`src/rsb_pkg.sv`:
```
// Constants and types shared by the radio status register bank.
// Assumes a byte-wide serial configuration port and 6-bit register addresses.
package rsb_pkg;

    // One register byte and one fill count as carried on the ports.
    typedef logic [7:0] rsb_byte_type;
    typedef logic [6:0] rsb_fill_type;
    typedef logic [15:0] rsb_timer_type;
    typedef logic [5:0] rsb_addr_type;

    // Serial port walk; Gray codes along idle, header, data, ignore.
    typedef enum logic [1:0]
    {
        RSB_IDLE = 2'b00,
        RSB_HEADER = 2'b01,
        RSB_DATA = 2'b11,
        RSB_IGNORE = 2'b10
    } rsb_spi_state_type;

    // Register offsets of the status bank.
    localparam rsb_addr_type REG_WAKE_HIGH = 6'h36;
    localparam rsb_addr_type REG_WAKE_LOW = 6'h37;
    localparam rsb_addr_type REG_PKT_STATUS = 6'h38;
    localparam rsb_addr_type REG_SYNTH_DAC = 6'h39;
    localparam rsb_addr_type REG_TX_COUNT = 6'h3a;
    localparam rsb_addr_type REG_RX_COUNT = 6'h3b;
    localparam rsb_addr_type REG_RC_CAL_ONE = 6'h3c;
    localparam rsb_addr_type REG_RC_CAL_ZERO = 6'h3d;

    // Header byte layout: read flag, burst flag, address in the low bits.
    localparam logic [2:0] HDR_READ_BIT = 3'h7;
    localparam logic [2:0] HDR_BURST_BIT = 3'h6;

    // Packet status field positions.
    localparam logic [2:0] PS_CRC_OK = 3'h7;
    localparam logic [2:0] PS_CARRIER = 3'h6;
    localparam logic [2:0] PS_PREAMBLE = 3'h5;
    localparam logic [2:0] PS_CLEAR = 3'h4;
    localparam logic [2:0] PS_SYNC = 3'h3;
    localparam logic [2:0] PS_OUT_TWO = 3'h2;
    localparam logic [2:0] PS_RESERVED = 3'h1;
    localparam logic [2:0] PS_OUT_ZERO = 3'h0;

    // Flag position in both fill count registers.
    localparam logic [2:0] COUNT_FLAG = 3'h7;

    // Bit counting within one serial byte.
    localparam logic [2:0] BIT_FIRST = 3'h0;
    localparam logic [2:0] BIT_LAST = 3'h7;
    localparam logic [2:0] BIT_STEP = 3'h1;
    localparam rsb_byte_type BYTE_ZERO = 8'h00;

endpackage

```
`src/rsb_flag_if.sv`:
```
// Carrier between the bank and its packet flag tracker.
// Assumes both ends run on the same system clock.
`timescale 1ns/1ps
interface rsb_flag_if;
    logic crc_check_done;
    logic crc_match;
    logic rx_entry;
    logic sync_word_done;
    logic packet_end;
    logic rx_mode;
    logic tx_mode;
    logic address_fail;
    logic rx_overflow_state;
    logic tx_underflow_state;
    logic crc_ok;
    logic sync_found;

    modport source
    (
        output crc_check_done, crc_match, rx_entry, sync_word_done,
        output packet_end, rx_mode, tx_mode, address_fail,
        output rx_overflow_state, tx_underflow_state,
        input crc_ok, sync_found
    );

    modport tracker
    (
        input crc_check_done, crc_match, rx_entry, sync_word_done,
        input packet_end, rx_mode, tx_mode, address_fail,
        input rx_overflow_state, tx_underflow_state,
        output crc_ok, sync_found
    );
endinterface

```
`src/rsb_status_bank.sv`:
```
// Read-only radio status bank behind the serial configuration port.
// Assumes port pins are synchronous to clk_sys and the serial clock runs
// at most a quarter of clk_sys, so every serial edge is seen.
`timescale 1ns/1ps
module rsb_status_bank
(
    input wire logic clk_sys,
    input wire logic rst,
    input wire logic spi_csn,
    input wire logic spi_sclk,
    input wire logic spi_mosi,
    output logic spi_miso,
    output logic spi_miso_oe,
    input wire rsb_pkg::rsb_timer_type wake_timer,
    input wire logic crc_check_done,
    input wire logic crc_match,
    input wire logic rx_entry,
    input wire logic sync_word_done,
    input wire logic packet_end,
    input wire logic rx_mode,
    input wire logic tx_mode,
    input wire logic address_fail,
    input wire logic rx_overflow_state,
    input wire logic tx_underflow_state,
    input wire logic carrier_sense,
    input wire logic preamble_quality_met,
    input wire logic channel_clear,
    input wire logic general_output_two,
    input wire logic general_output_zero,
    input wire rsb_pkg::rsb_byte_type synth_cal_dac_readout,
    input wire logic transmit_fifo_underrun,
    input wire rsb_pkg::rsb_fill_type transmit_fill_level,
    input wire logic receive_fifo_overrun,
    input wire rsb_pkg::rsb_fill_type receive_fill_level,
    input wire rsb_pkg::rsb_fill_type rc_cal_result_one,
    input wire rsb_pkg::rsb_fill_type rc_cal_result_zero
);
    import rsb_pkg::*;

    rsb_flag_if flags ();

    rsb_spi_state_type state;
    rsb_spi_state_type next_state;
    logic sclk_prev;
    logic [2:0] bit_cnt;
    logic [2:0] next_bit_cnt;
    rsb_byte_type hdr_shift;
    rsb_byte_type next_hdr_shift;
    rsb_byte_type out_shift;
    rsb_byte_type next_out_shift;
    rsb_byte_type header_byte;
    rsb_byte_type pkt_status;
    rsb_byte_type selected;
    rsb_addr_type header_addr;
    logic sclk_rise;
    logic sclk_fall;
    logic hdr_done;
    logic take_read;

    // True for the addresses that this bank answers.
    function automatic logic is_ours(input rsb_addr_type addr);
        is_ours = (addr >= REG_WAKE_HIGH) && (addr <= REG_RC_CAL_ZERO);
    endfunction

    // True for a header that asks for a burst read of a status register.
    function automatic logic is_status_read(input rsb_byte_type hdr);
        is_status_read = hdr[HDR_READ_BIT] && hdr[HDR_BURST_BIT] &&
                         is_ours(hdr[5:0]);
    endfunction

    // Event and mode signals handed to the flag tracker.
    assign flags.crc_check_done = crc_check_done;
    assign flags.crc_match = crc_match;
    assign flags.rx_entry = rx_entry;
    assign flags.sync_word_done = sync_word_done;
    assign flags.packet_end = packet_end;
    assign flags.rx_mode = rx_mode;
    assign flags.tx_mode = tx_mode;
    assign flags.address_fail = address_fail;
    assign flags.rx_overflow_state = rx_overflow_state;
    assign flags.tx_underflow_state = tx_underflow_state;

    rsb_sync_tracker u_tracker
    (
        .clk_sys(clk_sys),
        .rst(rst),
        .flags(flags)
    );

    // Packet status byte; outputs are taken before any pin inversion,
    // so the host sees the raw selected signal whatever its polarity.
    always_comb
    begin
        pkt_status = BYTE_ZERO;
        pkt_status[PS_CRC_OK] = flags.crc_ok;
        pkt_status[PS_SYNC] = flags.sync_found;
        pkt_status[PS_CARRIER] = carrier_sense;
        pkt_status[PS_PREAMBLE] = preamble_quality_met;
        pkt_status[PS_CLEAR] = channel_clear;
        pkt_status[PS_OUT_TWO] = general_output_two;
        pkt_status[PS_RESERVED] = 1'b0;
        pkt_status[PS_OUT_ZERO] = general_output_zero;
    end

    // Serial edge detection; pins are already synchronous to clk_sys.
    assign sclk_rise = spi_sclk && !sclk_prev;
    assign sclk_fall = !spi_sclk && sclk_prev;
    assign header_byte = {hdr_shift[6:0], spi_mosi};
    assign header_addr = header_byte[5:0];
    assign hdr_done = (state == RSB_HEADER) && sclk_rise &&
                      (bit_cnt == BIT_LAST);
    assign take_read = hdr_done && is_status_read(header_byte);

    // Register read mux, sampled once when the header completes.
    always_comb
    begin
        selected = BYTE_ZERO;
        unique case (header_addr)
            REG_WAKE_HIGH: selected = wake_timer[15:8];
            REG_WAKE_LOW: selected = wake_timer[7:0];
            REG_PKT_STATUS: selected = pkt_status;
            REG_SYNTH_DAC: selected = synth_cal_dac_readout;
            REG_TX_COUNT:
                selected = {transmit_fifo_underrun, transmit_fill_level};
            REG_RX_COUNT:
                selected = {receive_fifo_overrun, receive_fill_level};
            REG_RC_CAL_ONE: selected = {1'b0, rc_cal_result_one};
            REG_RC_CAL_ZERO: selected = {1'b0, rc_cal_result_zero};
            default: selected = BYTE_ZERO;
        endcase
    end

    // Serial port next state. Reads only copy values, so no flag or
    // count elsewhere changes because the host looked at it.
    always_comb
    begin
        next_state = state;
        next_bit_cnt = bit_cnt;
        next_hdr_shift = hdr_shift;
        next_out_shift = out_shift;
        if (spi_csn)
        begin
            next_state = RSB_IDLE;
            next_bit_cnt = BIT_FIRST;
        end
        else
        begin
            unique case (state)
                RSB_IDLE:
                begin
                    next_state = RSB_HEADER;
                    next_bit_cnt = BIT_FIRST;
                end
                RSB_HEADER:
                begin
                    if (sclk_rise)
                    begin
                        next_hdr_shift = header_byte;
                        next_bit_cnt = bit_cnt + BIT_STEP;
                    end
                    // writes and foreign addresses are ignored
                    if (hdr_done)
                    begin
                        next_state = take_read ? RSB_DATA : RSB_IGNORE;
                        next_bit_cnt = BIT_FIRST;
                        if (take_read)
                        begin
                            next_out_shift = selected;
                        end
                    end
                end
                RSB_DATA:
                begin
                    // The first fall after the header must not shift,
                    // or the host would miss the top bit.
                    if (sclk_fall && (bit_cnt != BIT_FIRST))
                    begin
                        next_out_shift = {out_shift[6:0], 1'b0};
                    end
                    if (sclk_rise)
                    begin
                        next_bit_cnt = bit_cnt + BIT_STEP;
                        if (bit_cnt == BIT_LAST)
                        begin
                            next_state = RSB_IGNORE;
                        end
                    end
                end
                RSB_IGNORE:
                begin
                    next_state = RSB_IGNORE;
                end
            endcase
        end
    end

    // Serial port registers.
    always_ff @(posedge clk_sys)
    begin
        if (rst)
        begin
            state <= RSB_IDLE;
            sclk_prev <= 1'b0;
            bit_cnt <= BIT_FIRST;
            hdr_shift <= BYTE_ZERO;
            out_shift <= BYTE_ZERO;
        end
        else
        begin
            state <= next_state;
            sclk_prev <= spi_sclk;
            bit_cnt <= next_bit_cnt;
            hdr_shift <= next_hdr_shift;
            out_shift <= next_out_shift;
        end
    end

    // The data line is driven only during a status data byte.
    assign spi_miso = out_shift[7];
    assign spi_miso_oe = (state == RSB_DATA);
endmodule

```
`src/rsb_sync_tracker.sv`:
```
// Tracker for the checksum-match and sync-found packet status flags.
// Assumes one-cycle event pulses and level modes from the radio core.
`timescale 1ns/1ps
module rsb_sync_tracker
(
    input wire logic clk_sys,
    input wire logic rst,
    rsb_flag_if.tracker flags
);
    import rsb_pkg::*;

    logic crc_ok;
    logic sync_found;
    logic next_crc_ok;
    logic next_sync_found;
    logic early_drop;

    // Next flag values; a fresh result beats a clear in the same cycle.
    always_comb
    begin
        next_crc_ok = crc_ok;
        next_sync_found = sync_found;
        early_drop = (flags.rx_mode &&
                      (flags.address_fail || flags.rx_overflow_state)) ||
                     (flags.tx_mode && flags.tx_underflow_state);
        if (flags.crc_check_done)
        begin
            next_crc_ok = flags.crc_match;
        end
        else if (flags.rx_entry)
        begin
            next_crc_ok = 1'b0;
        end
        if (flags.sync_word_done)
        begin
            next_sync_found = 1'b1;
        end
        else if (flags.packet_end || early_drop)
        begin
            next_sync_found = 1'b0;
        end
    end

    // Flag registers, cleared by reset.
    always_ff @(posedge clk_sys)
    begin
        if (rst)
        begin
            crc_ok <= 1'b0;
            sync_found <= 1'b0;
        end
        else
        begin
            crc_ok <= next_crc_ok;
            sync_found <= next_sync_found;
        end
    end

    assign flags.crc_ok = crc_ok;
    assign flags.sync_found = sync_found;
endmodule
```
`config.mk`:
```
export PLATFORM = sky130hd
export DESIGN_NAME = rsb_status_bank
export DESIGN_NICKNAME = d
export VERILOG_FILES = /design/src/rsb_pkg.sv /design/src/rsb_flag_if.sv /design/src/rsb_status_bank.sv /design/src/rsb_sync_tracker.sv
export SDC_FILE = /design/constraint.sdc
export NUM_CORES = 1
export LEC_CHECK = 0
export ABC_AREA = 1
export BUFFER_PORTS_ARGS = -buffer_cell sky130_fd_sc_hd__buf_4
export CAP_MARGIN = 20
export CORE_AREA = 5 5 67 69
export CTS_CLUSTER_DIAMETER = 100
export DETAILED_ROUTE_END_ITERATION = 8
export DIE_AREA = 0 0 72 74
export PLACE_DENSITY = 0.77
export SYNTH_ARGS = -nofsm -noshare
export SYNTH_HDL_FRONTEND = slang
export SYNTH_SLANG_ARGS = --single-unit
```
`constraint.sdc`:
```
create_clock -name clk_sys -period 2 [get_ports clk_sys]
set_input_delay 0.5 -clock clk_sys [delete_from_list [all_inputs] [get_ports clk_sys]]
set_output_delay 0.5 -clock clk_sys [all_outputs]
set_load 0.005 [all_outputs]
```
* Yosys cells after proc, flatten, opt, wreduce, memory -nomap -nowiden *
Cells that the tools add are included.

storage, ports and cells
  register bits = 23
  bits in latches = 0
  bits in writable memories = 0
  ROM bits = 0
  bits of input ports = 74
  output and inout port bits = 2
  word-level logic and storage cells = 71
  memories = 0

cells by class
  $add $sub $neg = 1
  multiply operators = 0
  div/mod/pow operators = 0
  magnitude comparators = 2
  eq/ne operators = 17
  shift-type cells = 0
  multiplexer cells = 17
  bitwise operators = 1
  reduce and logical (&&, ||, !) cells = 26

operator list
  cell                                                                     number
  8-bit case mux with 8 select lines                                       1
  6-bit == test, second input constant                                     8
  8-bit 2-to-1 mux                                                         3
  8-bit case mux with 2 select lines                                       1
  1-bit logical AND                                                        11
  3-bit case mux with 3 select lines                                       1
  2-bit case mux with 4 select lines                                       1
  6-bit greater-or-equal comparator, second input constant                 1
  6-bit <= comparator, second input constant                               1
  2-bit 2-to-1 mux                                                         3
  3-bit 2-to-1 mux                                                         2
  2-bit by 1-bit inequality test with 1-bit output, second input constant  3
  3-bit AND reduction                                                      2
  2-bit nonzero test                                                       3
  3-bit nonzero test                                                       2
  1-bit 2-to-1 mux                                                         5
  5-bit AND reduction                                                      1
  2-bit == test, second input constant                                     2
  2-bit inequality test, second input constant                             2
  3-bit by 1-bit adder with 3-bit output, second input constant            1
  3-bit == test, second input constant                                     1
  1-bit logical OR                                                         3
  2-bit by 1-bit == test with 1-bit output, second input constant          1
  1-bit logical NOT                                                        2
  other kinds (3)                                                          3

* Depth between registers and ports, before layout *
  depth after elaboration = 8
  depth in mapped cells = 11
  mapped depth without buffers = 11

* Cells and area by module *
Synthesis repeated with hierarchy kept, for this count alone.

unflattened totals
  cells, all modules = 303
  area total of the unflattened synthesis = 1737.9 um^2

modules (own cells, without submodules)
  module            times used  cells each  area each (um^2)  sequential area each (um^2)
  rsb_status_bank   1           289         1639.1            420.4
  rsb_sync_tracker  1           14          98.8              40.0

* Least setup slack after synthesis *
Ideal clock, no wire load.

  path kind = input port to flip-flop
  start = input spi_sclk
  end = register out_shift[1]
  setup time = 0.117 ns
  data arrival time = 1.426 ns
  data required time = 1.883 ns
  path slack = 0.457 ns
  stages on the path = 9
  buffers on the path = 0
  cells stage by stage = inv_1 nor2_1 nand3_1 nor2_1 nand2_2 nand2_1 nand3_1 a21oi_1 nor2_1

between the ends
  longest elaborated chain between the ends = 6
  elaborated cells on any way between the ends = 11
  classes of those cells = 3 x eq/ne; 8 x reduce/logical

ends and longest elaborated chain
  item                               RTL line                text
  start: declaration                 rsb_status_bank.sv:10   input wire logic spi_sclk,
  1-bit logical AND                  rsb_status_bank.sv:106  assign sclk_rise = spi_sclk && !sclk_prev;
  1-bit logical AND (2 in series)    rsb_status_bank.sv:110  assign hdr_done = (state == RSB_HEADER) && sclk_rise &&
  1-bit logical AND                  rsb_status_bank.sv:112  assign take_read = hdr_done && is_status_read(header_byte);
  2-bit inequality test (no line)    --
  5-bit AND reduction (no line) (*)  --
  end signal: assignment             rsb_status_bank.sv:214  out_shift <= next_out_shift;
  end: declaration                   rsb_status_bank.sv:49   rsb_byte_type out_shift;

Mark *: on every way between the ends. The rest lies on a longest branch, timed or not.
A chain may end at the register's enable or synchronous reset.

* Worst setup path in the final report *
  start = register bit_cnt[1]
  end = register out_shift[4]

between the ends
  longest elaborated chain between the ends = 5
  elaborated cells on any way between the ends = 9
  classes of those cells = 4 x eq/ne; 5 x reduce/logical

ends and longest elaborated chain
  item                               RTL line                text
  start: declaration                 rsb_status_bank.sv:45   logic [2:0] bit_cnt;
  start signal: assignment           rsb_status_bank.sv:212  bit_cnt <= next_bit_cnt;
  3-bit == test                      rsb_status_bank.sv:111  (bit_cnt == BIT_LAST);
  1-bit logical AND                  rsb_status_bank.sv:110
  1-bit logical AND                  rsb_status_bank.sv:112
  2-bit inequality test (no line)    --
  5-bit AND reduction (no line) (*)  --

Marks and branches as above.

==> key figures <==
Yosys
  • Yosys reg bits: 23
  • Gate Count Post-Synth: 284
  • Top cell type by total area after synthesis: dfxtp_1
  • Yosys warns: 0
  • Synthesized area per cell: 6.06 sq um
  • Top-area cell type share of the netlist area: 0.267
  • Post-synth cell types: 30
  • Synthesized cell area: 1720 sq um
  • Sequential area share after synthesis: 0.267
  • Mapped Nets: 361
  • Synth top area cells: dfxtp_1 27%, nand2_1 18%, nand3_1 13%

Placement
  • Placer Congestion: 0.842
  • DP HPWL: 4.14 mm
  • Port bufs: 75
  • Worst slack, placed: 135 ps
  • Dpl cells: 407
  • Placed cell areas: 2340 sq um

Clock tree
  • Cts bufs inserted: 3
  • CTS root buffer: clkbuf_8
  • Post-CTS Setup Bufs: 0
  • CTS tree: done
  • Worst skew pair latency: 260 ps
  • CTS H-tree depth: 1
  • CTS Buffer Depth: 2
  • PostCTS Resize Cnt: 0
  • Cts hold-fix bufs: 0
  • CTS Sinks: 23
  • Clock transition at the registers of the reported paths: 80 ps

Critical path
  • Critical path class: reg -> reg
  • Startpoint Class: flip-flop
  • Required time worst endpoint: 2150 ps
  • Setup crit end kind: flip-flop
  • R2R setup slack: 260 ps
  • CP Max Fanout: 7
  • Critical path arrival: 1900 ps

Pwr
  • Logic pwr share: 0.192
  • Max IR drop VDD: 0.393 mV
  • Clock share of power: 0.297
  • Switching part of the total power: 0.237
  • Pwr Density: 400 nW/um^2
  • P_leak: 1.24 nW
  • Pint: 726 uW
  • Total power: roughly 950 uW
  • Flop pwr share: 0.511
  • Net Sw Power: ~230 uW

Routing
  • Vias per cell: 5.00
  • DRT iter0 DRCs: 99
  • DRT Wirelength: roughly 5.1 mm
  • Drt first pass iters: 4
  • Post-detailed-route DRC marker count: 0
  • Antenna Nets Post-Route: 0
  • Total number of vias: roughly 2100
  • Routed wire per std cell: 12.4 um

Floorplanning
  • Die area: 5330 sq um
  • I/O pins: 76
  • Die Wd: 72 um
  • Placeable Area: 3860 sq um
  • Die height: about 74 um
  • Initial Util: 0.446
  • # rows: 23

STA
  • Max_slew headroom: 0.761
  • Final slew viol count: 0
  • Tcrit/Tclk final: 0.872
  • Final min period: 1740 ps
  • Hold Fails Final Rpt: 0
  • Final setup vio count: 0
  • FMAX: 0.573 GHz
  • Min Hold Slack: ~440 ps
  • Slew @ Worst Pin: 358 ps
  • Setup TNS: 0 ps
  • RSZ-0062 raised after global routing: no
  • Clock skew: 3.65 ps
  • Final Worst Setup Slack: 255 ps

Global route
  • Initial antenna violation count: 0
  • Vias in the first global route: 1909
  • GR Util All Layers: 0.197
  • Largest net degree at the start of global routing: 17
  • First-pass GRT wire length: 8.48 mm
  • Total grt overflow: 0

Hold path
  • Tightest Hold Check Type: in -> reg

Layout
  • Area Growth Syn to Fin: 38.4%
  • Most frequent cells in the layout: 83 x nand2_1, 78 x buf_4, 45 x nand3_1
  • Finished Layout Cells: 411
  • Post-layout utilization of the core: 0.618
  • Fin area: 2380 sq um
  • Share of cells above drive strength 1: 0.285
  • Most common cell after layout, fill and taps aside: nand2_1
  • Inserted Diodes: 0
  • Fin nets: 439

Job
  • Max-Cap Viols: 0

Status
  • Status: completed
==> Yosys cell counts, drive strengths merged <==
master,instances
nand2,86
nor2,53
nand3,46
dfxtp,23
inv,22
a21oi,17
o21ai,16
buf,4
a22oi,3
clkinv,3
ha,3
a221oi,1
and3,1
clkbuf,1
nand3b,1
nand4,1
nor3,1
o211ai,1
or2,1
==> critical path, cell delays in order (launching register included) <==
cell     delay [ps]
dfxtp_1         350
ha_1            160
ha_1            140
nand2_1          50
inv_1            70
nand3_1         120
nor2_1          140
nand2_2         100
nand2_1         200
nand3_1         100
a21oi_1         150
nor2_1           60
==> kinds of logic after synthesis <==
kind of cell / Yosys count / share of synthesized area
AND/OR/NAND/NOR: 190 / 0.511
AO/OA/AOI/OAI: 38 / 0.125
buffers and inverters: 30 / 0.0749
flip-flops: 23 / 0.267
adder cells (fa/ha/maj): 3 / 0.0218
==> path summary, 6_finish.rpt <==
| check | start | to | depth (start not counted) |
|---|---|---|---|
| worst max register to register | bit_cnt[1] | out_shift[4] | 11 |
| worst min-delay path | sync_word_done | u_tracker.flags.sync_found | 3 |
| worst min register to register | out_shift[0] | out_shift[0] | 2 |
| worst max-delay path | bit_cnt[1] | out_shift[4] | 11 |
==> final cells by class <==
type / count / area [sq um]
Fill cell: 385 / 1470
Tap cell: 50 / 62.6
Timing Repair Buffer: 78 / 586
Multi-Input combinational cell: 231 / 1130
Sequential cell: 23 / 460
Clock buffer: 4 / 45.0
Inverter: 25 / 96.3
==> registers in the layout, summed over array words and instances, names as in the netlist <==
register / cells
bit_cnt: 3
hdr_shift: 7
state: 2
out_shift: 8
u_tracker.flags.sync_found: 1
sclk_prev: 1
u_tracker.flags.crc_ok: 1
==> power by group through the flow <==
stage | Sequential [mW] | Combinational [mW] | Clock, mW
3_5_place_dp | 0.497 | 0.183 | 0
2_1_floorplan | 0.493 | 0.0564 | 0
4_1_cts | 0.486 | 0.183 | 0.295
6_report | 0.486 | 0.183 | 0.283
5_1_grt | 0.489 | 0.203 | 0.316
3_3_place_gp | 0.497 | 0.180 | 0
==> layer usage <==
layer,GRT usage,share of wire,up-vias
met2,0.330,0.47,59
met4,0.0501,0.0057,0
met3,0.0338,0.061,2
met5,0,0,-
li1,-,-,1077
met1,0.265,0.47,916
Note: power is estimated with default switching activity, not from simulation.
